## config.mk

```make
export PLATFORM = sky130hd
export DESIGN_NAME = charger_timer_fault_supervisor
export DESIGN_NICKNAME = d
export VERILOG_FILES = /design/src/logic/charger_pkg.sv /design/src/logic/serial_reg_slave.sv /design/src/logic/charger_timer_fault_supervisor.sv
export SDC_FILE = /design/constraint.sdc
export NUM_CORES = 1
export LEC_CHECK = 0
export BUFFER_PORTS_ARGS = -buffer_cell sky130_fd_sc_hd__buf_2
export CAP_MARGIN = 20
export CORE_ASPECT_RATIO = 1.25
export CORE_UTILIZATION = 53
export CTS_BUF_LIST = sky130_fd_sc_hd__clkbuf_16
export CTS_CLUSTER_DIAMETER = 120
export DETAILED_ROUTE_END_ITERATION = 10
export MAX_ROUTING_LAYER = met4
export PLACE_DENSITY = 0.72
export SLEW_MARGIN = 20
export SYNTH_ARGS = -nofsm -noshare
export SYNTH_HDL_FRONTEND = slang
export SYNTH_HIERARCHICAL = 1
export SYNTH_SLANG_ARGS = --single-unit
export TNS_END_PERCENT = 5
```

## constraint.sdc

```tcl
create_clock -name clock -period 3.7 [get_ports clock]
set_clock_uncertainty 0.05 [all_clocks]
set_input_delay 0.185 -clock clock [delete_from_list [all_inputs] [get_ports clock]]
set_output_delay 0.185 -clock clock [all_outputs]
set_load 0.01 [all_outputs]
```

## src/logic/charger_pkg.sv

```systemverilog
/*
 Shared constants and types for the charger supervisor and its serial
 register slave. Assumes a single 25 MHz core clock for both modules.
*/
package charger_pkg;

    // Core clock and the times derived from it
    localparam longint CLK_HZ         = 25_000_000;
    localparam longint NS_PER_S       = 1_000_000_000;
    localparam longint US_PER_S       = 1_000_000;
    localparam longint PULSE_TIME_NS  = 256_000;
    localparam longint PULSE_CYCLES   = PULSE_TIME_NS * CLK_HZ / NS_PER_S;
    localparam longint WD_TIME_S      = 50;
    localparam longint WD_CYCLES      = WD_TIME_S * CLK_HZ;
    localparam longint TICK_TIME_S    = 1;
    localparam longint TICK_CYCLES    = TICK_TIME_S * CLK_HZ;
    localparam longint DERATE_STEP_US = 1000;
    localparam longint DERATE_CYCLES  = DERATE_STEP_US * CLK_HZ / US_PER_S;
    localparam int     SEC_PER_MIN    = 60;

    // Safety timer advance per tick
    localparam logic [15:0] RATE_NORMAL = 16'h0001;
    localparam logic [15:0] RATE_FAST   = 16'h0002;

    // Register offsets
    localparam logic [7:0] REG_STATUS = 8'h00;
    localparam logic [7:0] REG_TIMER  = 8'h05;

    // Status and timer register fields
    localparam int WD_FLAG_BIT = 7;
    localparam int WATCHDOG_ENABLE_BIT_BIT   = 6;
    localparam int STATE_LO    = 4;
    localparam int FAULT_LO    = 0;
    localparam int TSEL_LO     = 0;

    // Charge state codes
    localparam logic [1:0] CS_READY = 2'h0;
    localparam logic [1:0] CS_BUSY  = 2'h1;
    localparam logic [1:0] CS_DONE  = 2'h2;
    localparam logic [1:0] CS_FAULT = 2'h3;

    // Fault codes
    localparam logic [3:0] FC_NORMAL   = 4'h0;
    localparam logic [3:0] FC_IN_OVP   = 4'h1;
    localparam logic [3:0] FC_IN_UVLO  = 4'h2;
    localparam logic [3:0] FC_SLEEP    = 4'h3;
    localparam logic [3:0] FC_BAT_TEMP = 4'h4;
    localparam logic [3:0] FC_BAT_OVP  = 4'h5;
    localparam logic [3:0] FC_TSD      = 4'h6;
    localparam logic [3:0] FC_TIMER    = 4'h7;
    localparam logic [3:0] FC_NO_BAT   = 4'h8;
    localparam logic [3:0] FC_SET_SHORT = 4'h9;
    localparam logic [3:0] FC_LDO_LOW  = 4'ha;
    localparam int         NUM_FAULTS  = 10;

    // Serial byte kinds
    localparam logic [1:0] K_ADDR = 2'h0;
    localparam logic [1:0] K_PTR  = 2'h1;
    localparam logic [1:0] K_DATA = 2'h2;
    localparam logic [3:0] BITS_PER_BYTE = 4'h8;

    typedef enum logic [4:0] {
        S_IDLE  = 5'b00001,
        S_RX    = 5'b00010,
        S_ACK   = 5'b00100,
        S_TX    = 5'b01000,
        S_TXACK = 5'b10000
    } link_state_type;

    // Condition levels from the power stage, on the core clock
    typedef struct packed {
        logic charge_active;
        logic charge_done;
        logic precharge_linear;
        logic therm_reg;
        logic bat_temp_reduced;
        logic in_limit;
        logic in_ovp;
        logic in_uvlo;
        logic sleep;
        logic bat_temp_fault;
        logic bat_ovp;
        logic die_over_shutdown;
        logic die_below_restart;
        logic no_battery;
        logic set_pin_short;
        logic in_good_fault;
        logic ldo_low;
    } sense_type;

    typedef struct packed {
        logic       wr;
        logic       rd_done;
        logic [7:0] addr;
        logic [7:0] wdata;
    } regbus_type;

endpackage

```

## src/logic/serial_reg_slave.sv

```systemverilog
/*
 Two-wire serial register slave: address byte, pointer byte, then data
 bytes written to or read from the pointer. Assumes SCL is much slower
 than the core clock; both pins are sampled through three flip-flops.
*/
`timescale 1ns/1ps
module serial_reg_slave #(
    // Arbitrary bus address
    parameter logic [6:0] DEV_ADDR = 7'h35
) (
    input  wire logic                    clock,
    input  wire logic                    rst_b,
    input  wire logic                    scl_in,
    input  wire logic                    sda_in,
    output logic                         sda_out,
    output logic                         sda_oe,
    output charger_pkg::regbus_type      bus,
    input  wire logic [7:0]              rd_data
);
    import charger_pkg::*;

    typedef struct packed {
        link_state_type st;
        logic [2:0]     scl_s;
        logic [2:0]     sda_s;
        logic           scl_f;
        logic           sda_f;
        logic [1:0]     kind;
        logic [3:0]     cnt;
        logic [7:0]     sh;
        logic           rw;
        logic           cont;
        logic           oe;
        logic           dout;
        regbus_type     bus;
    } link_type;

    localparam link_type LINK_RESET = '{st: S_IDLE, scl_s: 3'h7, sda_s: 3'h7,
                                        scl_f: 1'b1, sda_f: 1'b1, default: '0};

    link_type r;
    link_type n;

    always_comb begin
        logic scl_nf;
        logic sda_nf;
        logic rise;
        logic fall;
        scl_nf = r.scl_f;
        sda_nf = r.sda_f;
        n = r;
        n.bus.wr = 1'b0;
        n.bus.rd_done = 1'b0;
        n.scl_s = {r.scl_s[1:0], scl_in};
        n.sda_s = {r.sda_s[1:0], sda_in};
        // Accept a level only once the second and third stages agree
        if (r.scl_s[1] == r.scl_s[2]) begin
            scl_nf = r.scl_s[2];
        end
        if (r.sda_s[1] == r.sda_s[2]) begin
            sda_nf = r.sda_s[2];
        end
        n.scl_f = scl_nf;
        n.sda_f = sda_nf;
        rise = scl_nf & ~r.scl_f;
        fall = ~scl_nf & r.scl_f;
        if (r.scl_f && scl_nf && r.sda_f && !sda_nf) begin
            n.st = S_RX;
            n.kind = K_ADDR;
            n.cnt = '0;
            n.oe = 1'b0;
        end else if (r.scl_f && scl_nf && !r.sda_f && sda_nf) begin
            n.st = S_IDLE;
            n.oe = 1'b0;
        end else begin
            unique case (r.st)
                S_IDLE: begin
                    n.oe = 1'b0;
                end
                S_RX: begin
                    if (rise) begin
                        n.sh = {r.sh[6:0], sda_nf};
                        n.cnt = r.cnt + 4'h1;
                    end else if (fall && r.cnt == BITS_PER_BYTE) begin
                        n.st = S_ACK;
                        n.oe = 1'b1;
                        if (r.kind == K_ADDR) begin
                            n.rw = r.sh[0];
                            if (r.sh[7:1] != DEV_ADDR) begin
                                n.st = S_IDLE;
                                n.oe = 1'b0;
                            end
                        end else if (r.kind == K_PTR) begin
                            n.bus.addr = r.sh;
                        end else begin
                            n.bus.wr = 1'b1;
                            n.bus.wdata = r.sh;
                        end
                    end
                end
                S_ACK: begin
                    if (fall) begin
                        n.cnt = '0;
                        if (r.kind == K_ADDR && r.rw) begin
                            n.st = S_TX;
                            n.sh = rd_data;
                            n.oe = ~rd_data[7];
                            n.cnt = 4'h1;
                        end else begin
                            n.st = S_RX;
                            n.oe = 1'b0;
                            n.kind = (r.kind == K_ADDR) ? K_PTR : K_DATA;
                        end
                    end
                end
                S_TX: begin
                    if (fall) begin
                        if (r.cnt == BITS_PER_BYTE) begin
                            n.st = S_TXACK;
                            n.oe = 1'b0;
                        end else begin
                            n.sh = {r.sh[6:0], 1'b0};
                            n.oe = ~r.sh[6];
                            n.cnt = r.cnt + 4'h1;
                        end
                    end
                end
                S_TXACK: begin
                    if (rise) begin
                        n.bus.rd_done = 1'b1;
                        n.cont = ~sda_nf;
                    end else if (fall) begin
                        if (r.cont) begin
                            n.st = S_TX;
                            n.sh = rd_data;
                            n.oe = ~rd_data[7];
                            n.cnt = 4'h1;
                        end else begin
                            n.st = S_IDLE;
                        end
                    end
                end
                default: begin
                    n.st = S_IDLE;
                    n.oe = 1'b0;
                end
            endcase
        end
    end

    always_ff @(posedge clock) begin
        if (!rst_b) begin
            r <= LINK_RESET;
        end else begin
            r <= n;
        end
    end

    assign sda_out = r.dout;
    assign sda_oe  = r.oe;
    assign bus     = r.bus;

endmodule // serial_reg_slave

```

## src/logic/charger_timer_fault_supervisor.sv

```systemverilog
/*
 Charger supervisor: safety timer, host watchdog, thermal control,
 fault policy and the status/control register with its fault queue.
 Assumes the power-stage condition levels arrive on the core clock and
 that the serial pins come straight from the package.
*/
// Notes on behaviour
// - Safety timer runs throughout each charging process
// - Safety expiry before termination suspends charging
// - Host selects safety duration by register write
// - Expiry: 256us status and alert pulse, fault
// - Double rate in precharge, derating, input limit
// - Timer holds in overvoltage, temp fault, shutdown, sleep
// - Fifty second watchdog restarts on every write
// - Enable bit six: zero stops, one restarts
// - Watchdog expiry loads defaults, charging continues
// - Later write restores host mode, even after timer expiry
// - Above regulation threshold, current steps down progressively
// - Die shutdown stops charge and converter, holds safety timer, sends pulse
// - Restart only after die cools by margin
// - Fault classes drop system rail or charge only
// - Lockout or timer fault resets timer, others hold
// - Charge state: ready, busy, done, fault
// - Four bit fault codes as listed
// - Queued faults read one per read, then the current code
// - Watchdog timeout flag set by enabled expiry
// - Regulator low with input in lockout: code ten
// - Watchdog enable reads zero after reset
// - Host mode uses registers, standalone uses resistors
`timescale 1ns/1ps
module charger_timer_fault_supervisor #(
    parameter int unsigned PULSE_LEN  = 32'(charger_pkg::PULSE_CYCLES),
    parameter int unsigned WD_LEN     = 32'(charger_pkg::WD_CYCLES),
    parameter int unsigned TICK_LEN   = 32'(charger_pkg::TICK_CYCLES),
    parameter int unsigned DERATE_LEN = 32'(charger_pkg::DERATE_CYCLES),
    parameter int          SAFETY_MIN_0 = 30,
    parameter int          SAFETY_MIN_1 = 60,
    parameter int          SAFETY_MIN_2 = 120,
    parameter int          SAFETY_MIN_3 = 240,
    parameter int          QUEUE_DEPTH  = 8,
    parameter logic [6:0]  DEV_ADDR     = 7'h35
) (
    input  wire logic                   clock,
    input  wire logic                   rst_b,
    input  wire logic                   scl_in,
    input  wire logic                   sda_in,
    output logic                        sda_out,
    output logic                        sda_oe,
    input  wire charger_pkg::sense_type sense,
    output logic                        stat_out,
    output logic                        stat_oe,
    output logic                        alert_out,
    output logic                        alert_oe,
    output logic                        sys_enable,
    output logic                        charge_enable,
    output logic                        converter_enable,
    output logic                        host_mode,
    output logic                        load_defaults,
    output logic [2:0]                  derate_level
);
    import charger_pkg::*;

    localparam int PW = $clog2(PULSE_LEN + 1);
    localparam int WW = $clog2(WD_LEN + 1);
    localparam int TW = $clog2(TICK_LEN + 1);
    localparam int DW = $clog2(DERATE_LEN + 1);
    localparam int QA = $clog2(QUEUE_DEPTH);
    localparam int NF = NUM_FAULTS;
    localparam logic [2:0] DERATE_MAX = 3'h7;

    typedef struct packed {
        logic                        watchdog_enable_bit;
        logic                        wd_flag;
        logic [WW-1:0]               wd_cnt;
        logic                        host_mode;
        logic                        load_def;
        logic [TW-1:0]               tick_cnt;
        logic [DW-1:0]               der_cnt;
        logic [2:0]                  derate;
        logic [15:0]                 safe_cnt;
        logic                        safe_exp;
        logic                        tsd;
        logic [1:0]                  tsel;
        logic [NF-1:0]               prev;
        logic [NF-1:0]               pend;
        logic [3:0]                  cur_code;
        logic [1:0]                  chg_state;
        logic [QUEUE_DEPTH-1:0][3:0] q;
        logic [QA-1:0]               head;
        logic [QA-1:0]               tail;
        logic [QA:0]                 fill;
        logic [PW-1:0]               pulse_cnt;
        logic                        pin_oe;
        logic                        sys_en;
        logic                        chg_en;
        logic                        conv_en;
    } sup_state_type;

    sup_state_type r;
    sup_state_type n;
    regbus_type    bus;
    logic [7:0]    rd_data;

    serial_reg_slave #(
        .DEV_ADDR (DEV_ADDR)
    ) u_link (
        .clock   (clock),
        .rst_b   (rst_b),
        .scl_in  (scl_in),
        .sda_in  (sda_in),
        .sda_out (sda_out),
        .sda_oe  (sda_oe),
        .bus     (bus),
        .rd_data (rd_data)
    );

    // Read data comes from registered state only, so it is stable per bit
    always_comb begin
        rd_data = '0;
        if (bus.addr == REG_STATUS) begin
            rd_data[WD_FLAG_BIT] = r.wd_flag;
            rd_data[WATCHDOG_ENABLE_BIT_BIT] = r.watchdog_enable_bit;
            rd_data[STATE_LO +: 2] = r.chg_state;
            rd_data[FAULT_LO +: 4] = (r.fill != '0) ? r.q[r.head] : r.cur_code;
        end else if (bus.addr == REG_TIMER) begin
            rd_data[TSEL_LO +: 2] = r.tsel;
        end
    end

    always_comb begin
        logic [NF-1:0] cond;
        logic [NF-1:0] rise;
        logic [NF-1:0] pick;
        logic [3:0]    now_code;
        logic [3:0]    push_code;
        logic [15:0]   limit;
        logic          tick;
        logic          fast;
        logic          hold;
        logic          push;
        logic          pop;
        logic          any_fault;
        logic          status_read;
        cond = '0;
        pick = '0;
        now_code = FC_NORMAL;
        push_code = FC_NORMAL;
        n = r;
        n.load_def = 1'b0;

        cond[FC_IN_OVP - 1] = sense.in_ovp;
        cond[FC_IN_UVLO - 1] = sense.in_uvlo;
        cond[FC_SLEEP - 1] = sense.sleep;
        cond[FC_BAT_TEMP - 1] = sense.bat_temp_fault;
        cond[FC_BAT_OVP - 1] = sense.bat_ovp;
        cond[FC_TSD - 1] = r.tsd;
        cond[FC_TIMER - 1] = r.safe_exp;
        cond[FC_NO_BAT - 1] = sense.no_battery;
        cond[FC_SET_SHORT - 1] = sense.set_pin_short;
        cond[FC_LDO_LOW - 1] = sense.ldo_low & (sense.in_uvlo | r.prev[FC_IN_UVLO - 1]);
        rise = cond & ~r.prev;
        n.prev = cond;

        for (int i = NF - 1; i >= 0; i--) begin
            if (cond[i]) begin
                now_code = 4'(i + 1);
            end
            if (r.pend[i]) begin
                push_code = 4'(i + 1);
                pick = '0;
                pick[i] = 1'b1;
            end
        end
        n.cur_code = now_code;
        any_fault = (now_code != FC_NORMAL);

        if (any_fault) begin
            n.chg_state = CS_FAULT;
        end else if (sense.charge_done) begin
            n.chg_state = CS_DONE;
        end else if (sense.charge_active && r.chg_en) begin
            n.chg_state = CS_BUSY;
        end else begin
            n.chg_state = CS_READY;
        end

        status_read = bus.rd_done && (bus.addr == REG_STATUS);
        pop = status_read && (r.fill != '0);
        push = (r.pend != '0) && ((r.fill != (QA + 1)'(QUEUE_DEPTH)) || pop);
        // New events win over the bit being drained this cycle
        n.pend = (r.pend & ~(push ? pick : '0)) | rise;
        if (pop) begin
            n.head = QA'(r.head + 1'b1);
        end
        if (push) begin
            n.q[r.tail] = push_code;
            n.tail = QA'(r.tail + 1'b1);
        end
        if (push && !pop) begin
            n.fill = (QA + 1)'(r.fill + 1'b1);
        end else if (pop && !push) begin
            n.fill = (QA + 1)'(r.fill - 1'b1);
        end

        if (rise != '0) begin
            n.pulse_cnt = PW'(PULSE_LEN - 1);
            n.pin_oe = 1'b1;
        end else if (r.pulse_cnt != '0) begin
            n.pulse_cnt = r.pulse_cnt - 1'b1;
        end else begin
            n.pin_oe = 1'b0;
        end

        tick = (r.tick_cnt == TW'(TICK_LEN - 1));
        n.tick_cnt = tick ? '0 : TW'(r.tick_cnt + 1'b1);

        if (sense.die_over_shutdown) begin
            n.tsd = 1'b1;
        end else if (sense.die_below_restart) begin
            n.tsd = 1'b0;
        end

        unique case (r.tsel)
            2'h0: limit = 16'(SAFETY_MIN_0 * SEC_PER_MIN);
            2'h1: limit = 16'(SAFETY_MIN_1 * SEC_PER_MIN);
            2'h2: limit = 16'(SAFETY_MIN_2 * SEC_PER_MIN);
            2'h3: limit = 16'(SAFETY_MIN_3 * SEC_PER_MIN);
        endcase

        fast = sense.precharge_linear | sense.therm_reg | sense.bat_temp_reduced
             | sense.in_limit;
        hold = sense.in_ovp | sense.bat_temp_fault | r.tsd | sense.sleep
             | sense.no_battery | sense.set_pin_short | sense.in_good_fault
             | sense.bat_ovp;

        if (sense.in_uvlo) begin
            n.safe_cnt = '0;
            n.safe_exp = 1'b0;
        end else if (!sense.charge_active || r.safe_exp) begin
            n.safe_cnt = '0;
        end else if (tick && !hold && !sense.charge_done) begin
            n.safe_cnt = r.safe_cnt + (fast ? RATE_FAST : RATE_NORMAL);
            if (n.safe_cnt >= limit) begin
                n.safe_exp = 1'b1;
                n.safe_cnt = '0;
            end
        end

        if (status_read) begin
            n.wd_flag = 1'b0;
        end
        if (bus.wr) begin
            n.wd_cnt = '0;
            n.host_mode = 1'b1;
            if (bus.addr == REG_STATUS) begin
                n.watchdog_enable_bit = bus.wdata[WATCHDOG_ENABLE_BIT_BIT];
            end else if (bus.addr == REG_TIMER) begin
                n.tsel = bus.wdata[TSEL_LO +: 2];
            end
        end else if (r.watchdog_enable_bit && r.host_mode) begin
            if (r.wd_cnt == WW'(WD_LEN - 1)) begin
                n.wd_cnt = '0;
                n.host_mode = 1'b0;
                n.load_def = 1'b1;
                n.wd_flag = 1'b1;
            end else begin
                n.wd_cnt = WW'(r.wd_cnt + 1'b1);
            end
        end

        if (r.der_cnt == DW'(DERATE_LEN - 1)) begin
            n.der_cnt = '0;
            if (sense.therm_reg && r.derate != DERATE_MAX) begin
                n.derate = r.derate + 3'h1;
            end else if (!sense.therm_reg && r.derate != '0) begin
                n.derate = r.derate - 3'h1;
            end
        end else begin
            n.der_cnt = DW'(r.der_cnt + 1'b1);
        end

        n.sys_en = ~(sense.in_ovp | sense.in_uvlo | sense.sleep | r.tsd
                   | sense.in_good_fault);
        n.conv_en = ~(sense.in_ovp | sense.in_uvlo | sense.sleep | r.tsd);
        n.chg_en = n.sys_en & ~(sense.bat_temp_fault | r.safe_exp | sense.no_battery
                   | sense.set_pin_short | sense.bat_ovp | cond[FC_LDO_LOW - 1]);
    end

    always_ff @(posedge clock) begin
        if (!rst_b) begin
            r <= '0;
        end else begin
            r <= n;
        end
    end

    assign stat_out = 1'b0;
    assign alert_out = 1'b0;
    assign stat_oe = r.pin_oe;
    assign alert_oe = r.pin_oe;
    assign sys_enable = r.sys_en;
    assign charge_enable = r.chg_en;
    assign converter_enable = r.conv_en;
    assign host_mode = r.host_mode;
    assign load_defaults = r.load_def;
    assign derate_level = r.derate;

endmodule // charger_timer_fault_supervisor

```

==> After elaboration in Yosys (flattened, before gate mapping) <==
Index checks and enable logic that the tools add are counted.
{ "op_classes": {"n_reduce_logical": 71, "bitwise_logic": 51, "n_eq_ne": 39, "muxes": 102, "n_addsub": 12, "n_lt_le_gt_ge": 4} }
{ "ops": {"columns": ["operator", "count"], "rows": [
  ["$mux W10", 11],
  ["$mux W4", 27],
  ["$mux W12", 7],
  ["$pmux W16 S4", 1],
  ["$pmux W12 S4", 1],
  ["$mux W5", 8],
  ["$mux W34", 1],
  ["$bwmux W32", 1],
  ["$add A31 B1 Y31 const B", 1],
  ["$eq A31 B31 Y1 const B", 1],
  ["$mux W31", 1],
  ["$add A25 B1 Y25 const B", 1],
  ["$eq A25 B25 Y1 const B", 1],
  ["$pmux W5 S5", 1],
  ["$mux W1", 23],
  ["$not A1 Y1", 22],
  ["$reduce_and A7 Y1", 3],
  ["$and A10 B10 Y10", 2],
  ["$ne A4 B1 Y1 const B", 5],
  ["$not A10 Y10", 2],
  ["$or A1 B1 Y1", 20],
  ["$reduce_bool A10 Y1", 2],
  ["$logic_and A1 B1 Y1", 19],
  ["$mux W2", 9],
  ["other kinds (57)", 109]
]} }
{ "word_totals": {"regBits": 230, "out_inout_bits": 14, "wordCells": 328, "inputBits": 21} }

==> Depth between registers and ports, before layout <==
Gate-level depths: netlist of the first run.
{ "logic_depth": {"ltp_word": 14, "mapped_depth": 16, "depth_no_buf": 15} }

==> Cells and area by module <==
The synthesis of the first run kept the hierarchy.
{ "by_module_without_submodules": {"columns": ["module", "area_each_um2", "cells_per_inst", "instances"], "rows": [
  ["charger_timer_fault_supervisor", 8692.1, 989, 1],
  ["serial_reg_slave", 2493.6, 270, 1]
]} }

==> Worst setup path before layout of the first run <==
Ideal clock, no wire load.
{ "synth_path": {"path_kind": "input port to flip-flop", "startpoint": "in sense[13] in the netlist's numbering", "endpoint": "reg r[91] (netlist name)", "path_slack_ps": 177, "setup_ps": 60, "n_path_buf": 2, "arrival_ps": 3412, "stages": 14, "cell_sequence": "or4_1 ha_1 a21oi_1 or3_1 clkbuf_1 nor2_1 xor2_1 ha_1 a21oi_1 nand2_1 o41ai_1 clkbuf_1 o2111ai_1 nand2_1"} }
{ "synth_lines": {"columns": ["element", "line_no", "source"], "rows": [
  ["start, declared", "charger_timer_fault_supervisor.sv:49", "input wire charger_pkg::sense_type sense,"]
]} }

==> impl_metrics.toml, run 1 <==
[outcome]
outcome = "complete, no violations"

[timing]
hold_viol_final = 0
period_needed_ns = 3.35
final.setup.tns_ns = 0
worstMarginPinSlew_ns = 0.930
fmax_mhz = 298
finalSetupViolCount = 0
rsz0062_at_grt = "no"
slew-limit-headroom_pct = 37.4
whs_ns = 0.162
finalCritPeriodShare_pct = 90.7
slew_violations = 0

[logic_synthesis]
netlist_instances = 1239
syn_area_per_cell_um2 = 8.86
syn_area_um2 = 11000
yosysWarnings = 6

[cells_and_area]
drive_gt1_share_pct = 10.8
diodes = 0
utilization_pct = 60.7
areaGrowthSynthToFinish_pct = 11.9
fin_nets = 1311

[place]
gp_congestion = 0.872
numPortBuffers = 31
hpwl_mm = 15.6

[floorplanning]
rows = 58
num_io_pins = 35
design.core.area_um2 = 20200
start_util_pct = 54.2
die-area_um2 = 21300
chipHeight_um = 163
die-width_um = 131

[drt]
drt_first_pass_iters = 5
final_antenna_net_count = 0
routed_wirelength_mm = 22.9
viasPerCell = 5.56
drc = 0
vias = 8625
wl_per_cell_um = 14.8
drtIter0Drc = 574

[cts]
cts_setup_buffers = 0
cts_inserted_buffers = 24
cts_tree = "yes"
root_buffer = "clkbuf_16"
worstSkewPairLatency_ns = 0.51
path_clk_slew_ns = 0.06
cts.htree.levels = 1
clockBufferDepth = 3
clock_sinks = 226

[global_route]
met2_usage_pct = 39.9
met1_usage_pct = 27.0
grt_max_degree = 49
gr-usage-met3_pct = 3.12
antenna_found_initial = 0
track_usage_pct = 22.9
first_global_vias = 8392
global_route.peak_usage_layer = "met2"
grt_pass1_wl_mm = 38.9
gr-total-overflow = 0

[critical_path]
rrSetupSlack_ns = 0.35
worst-setup-path-type = "reg -> reg"
critPathArrivalTime_ns = 3.74
critPathRequiredTime_ns = 4.08
cp-start-kind = "flip-flop"
path_max_fanout = 8
crit_path_end_kind = "flip-flop"

[job]
drv_cap = 0

[power_and_ir_drop]
peakVddDrop_v = 0.000357
power_mw = 6.03
p_per_area_nw_per_um2 = 491
power.leakage_nw = 4.63

[min_path]
hp-class = "in -> reg"
[final cells by class]
cell class | instances | area, um^2
Sequential cell | 226 | 4520
Multi-Input combinational cell | 914 | 5980
Inverter | 32 | 125
Tap cell | 270 | 338
Clock inverter | 19 | 239
Clock buffer | 25 | 626
Fill cell | 1740 | 7960
Timing Repair Buffer | 66 | 458
[placed cells by master, fill, tap and decap left out, types with 13 or more instances in the layout]
| cell | instances |
|---|---|
| nand2b_1 | 26 |
| o21ai_0 | 25 |
| buf_4 | 19 |
| nand3_1 | 51 |
| dlygate4sd3_1 | 16 |
| and2_1 | 18 |
| a21oi_1 | 62 |
| mux2i_1 | 51 |
| xor2_1 | 53 |
| xnor2_1 | 42 |
| nor4_1 | 15 |
| inv_1 | 31 |
| nor3_1 | 31 |
| dfxtp_1 | 226 |
| nor2_1 | 144 |
| nand4_1 | 28 |
| clkbuf_16 | 25 |
| buf_2 | 31 |
| a31oi_1 | 13 |
| nand2_1 | 141 |
| ha_1 | 23 |
| and3_1 | 20 |
[repair_timing]
action                     4_1_cts  5_1_grt
hold buffers                    16        0
hold endpoints to repair        24        0
setup endpoints to repair        0        0
gates resized for setup          0        0
[through the flow]
step           cell area, um^2  setup slack [ns]  instances
2_1_floorplan            11000             0.177       1240
3_3_place_gp             11300             0.160       1492
3_5_place_dp             11300           -0.0361       1492
4_1_cts                  12300             0.329       1552
5_1_grt                  12300             0.146       1552
6_report                 12300             0.345       1552
[registers in the layout, summed over array words and instances (netlist names)]
| name | flops |
|---|---|
| alert_oe | 1 |
| charge_enable | 1 |
| converter_enable | 1 |
| derate_level | 3 |
| host_mode | 1 |
| load_defaults | 1 |
| n | 2 |
| r | 172 |
| sys_enable | 1 |
| u_link/bus | 13 |
| u_link/n | 4 |
| u_link/r | 25 |
| u_link/sda_oe | 1 |
[power breakdown]
group / internal, mW / leakage [nW] / total (mW) / switching (mW)
Clock: 1.64 / 0.429 / 2.61 / 0.970
Combinational: 0.349 / 2.36 / 0.751 / 0.402
Sequential: 2.54 / 1.84 / 2.67 / 0.133
Total: 4.53 / 4.63 / 6.03 / 1.50
[critical path, cell delays in order, from the launching register on]
cell and delay, ns:
dfxtp_1 0.31, or4_4 0.54, or4_4 0.54, a32o_1 0.31, clkinv_4 0.10, ha_1 0.20, inv_1 0.10, ha_1 0.28
a21o_1 0.18, a21oi_1 0.16, xnor2_1 0.08, or3_1 0.31, a21oi_1 0.13
[routing by layer]
layer,routed length [um],vias to the layer above
li1,-,4366
met1,10100,4074
met2,11500,142
met3,781,43
met4,481,0
met5,0,-
[final timing paths]
path / depth (start not counted) / start / end
worst max-delay path: 12 / u_link/bus[9] / r[20]
worst min-delay path: 5 / sense[13] / derate_level[0]
worst max register to register: 12 / u_link/bus[9] / r[20]
worst min register to register: 1 / u_link/n[42] / u_link/n[43]
Note: power is estimated with default switching activity, not from simulation.
==> run 2, diff against run 1 <==
--- a/config.mk
+++ b/config.mk
@@ -14,5 +14,5 @@
 export DETAILED_ROUTE_END_ITERATION = 10
 export MAX_ROUTING_LAYER = met4
-export PLACE_DENSITY = 0.72
+export PLACE_DENSITY = 0.7
 export SLEW_MARGIN = 20
 export SYNTH_ARGS = -nofsm -noshare
==> constraint.sdc (replaced) <==
create_clock -name clock -period 4.3 [get_ports clock]
set_clock_uncertainty 0.05 [all_clocks]
set_input_delay 0 -clock clock [delete_from_list [all_inputs] [get_ports clock]]
set_output_delay 0 -clock clock [all_outputs]
set_load 0.01 [all_outputs]
==> impl_metrics.toml, run 2 (synthesis results as in run 1) <==
[critical_path]
worst-setup-path-type = "reg -> reg"
crit_path_end_kind = "flip-flop"
critPathRequiredTime_ns = 4.68
cp-start-kind = "flip-flop"
critPathArrivalTime_ns = 4.18
path_max_fanout = 9
rr_worst_depth = 12

[floorplanning]
num_io_pins = 35
chipHeight_um = 163
die-width_um = 131
design.core.area_um2 = 20200
rows = 58
start_util_pct = 54.2
die-area_um2 = 21300

[drt]
wl_per_cell_um = 14.4
viasPerCell = 5.48
routed_wirelength_mm = 22.3
drc = 0
final_antenna_net_count = 0
drtIter0Drc = 352
drt_first_pass_iters = 5
vias = 8457

[cts]
worstSkewPairLatency_ns = 0.51
path_clk_slew_ns = 0.06
clock_sinks = 226
clockBufferDepth = 3
cts_inserted_buffers = 24
cts_setup_buffers = 0
cts.htree.levels = 1
post_cts_resized = 0
root_buffer = "clkbuf_16"
cts_tree = "yes"

[timing]
finalCritPeriodShare_pct = 88.3
slew_violations = 0
final.setup.tns_ns = 0
rsz0062_at_grt = "no"
worstMarginPinSlew_ns = 0.972
slew-limit-headroom_pct = 34.7
period_needed_ns = 3.80
finalSetupViolCount = 0
hold_viol_final = 0
fmax_mhz = 263

[place]
hpwl_mm = 15.4
gp_congestion = 0.900
placed_area_um2 = 11200
dp_cells = 1480
numPortBuffers = 31

[power_and_ir_drop]
power.leakage_nw = 4.56
peakVddDrop_v = 0.000375
p_per_area_nw_per_um2 = 410

[global_route]
antenna_found_initial = 0
grt_max_degree = 49
gr-total-overflow = 0
track_usage_pct = 21.9
first_global_vias = 8014
grt_pass1_wl_mm = 37.3

[min_path]
hp-class = "in -> reg"
hold_depth = 5

[cells_and_area]
finalNonFillerCells = 1544
top_register = "r"
areaGrowthSynthToFinish_pct = 10.8
final_common_cell = "dfxtp_1"
fin_nets = 1304
layout_common_cells = "dfxtp_1, nor2_1, nand2_1"
fillers = 1736
drive_gt1_share_pct = 9.73
fin_area_um2 = 12200
diodes = 0
largest_reg_flops = 172

[outcome]
outcome = "complete, no violations"

[job]
drv_cap = 0
run 2: area by class of cell:
| type | count | area [um^2] | share of cell area, % |
|---|---|---|---|
| sequential | 226 | 4520 | 37.2 |
| inverter | 32 | 125 | 1.03 |
| tap | 270 | 338 | 2.78 |
| clock buffer | 25 | 626 | 5.14 |
| clock inverter | 18 | 156 | 1.29 |
| timing repair buffer | 59 | 422 | 3.46 |
| multi-input combinational | 914 | 5980 | 49.1 |
run 2: metrics by stage:
step	util, %	hold slack [ns]	power (mW)	setup WS, ns
finish	60.1	0.0657	4.99	0.501
global route	60.1	0.0885	5.22	0.190
CTS	60.1	0.0512	5.05	0.484
detailed placement	55.2	0.137	2.97	0.507
global placement	55.2	0.132	2.95	0.632
floorplan	-	0.0293	2.85	0.932
run 2: final timing paths:
check               startpoint           end  slack (ns)
setup / recovery         r[68]         r[20]        0.50
hold reg to reg   u_link/n[39]  u_link/n[40]        0.36
hold / removal       sense[11]         r[90]        0.07
setup reg to reg         r[68]         r[20]        0.50
run 2: critical path, stage by stage, from the launching register on:
cell,delay (ns)
dfxtp_1,0.36
or4_1,0.55
nor4_1,0.47
a32o_1,0.61
clkinv_4,0.19
ha_1,0.27
inv_1,0.11
ha_1,0.24
a21o_1,0.17
a21oi_1,0.17
xnor2_1,0.09
or3_1,0.30
a21oi_1,0.14
run 2: what timing repair did:
| item | CTS | global route |
|---|---|---|
| hold buffers | 21 | 0 |
| hold endpoints to repair | 45 | 0 |
| setup endpoints to repair | 0 | 0 |
run 2: layer usage:
layer  share of wire (%)  up-vias  track usage (%)
li1                    -     4338                -
met1                  45     3945             27.3
met2                  49      132             36.6
met3                 3.3       42             2.69
met4                 2.5        0             7.00
met5                   0        -                -
run 2: where the power goes:
group,switching [mW],internal (mW)
Sequential,0.110,2.19
Clock,0.821,1.23
Combinational,0.351,0.296
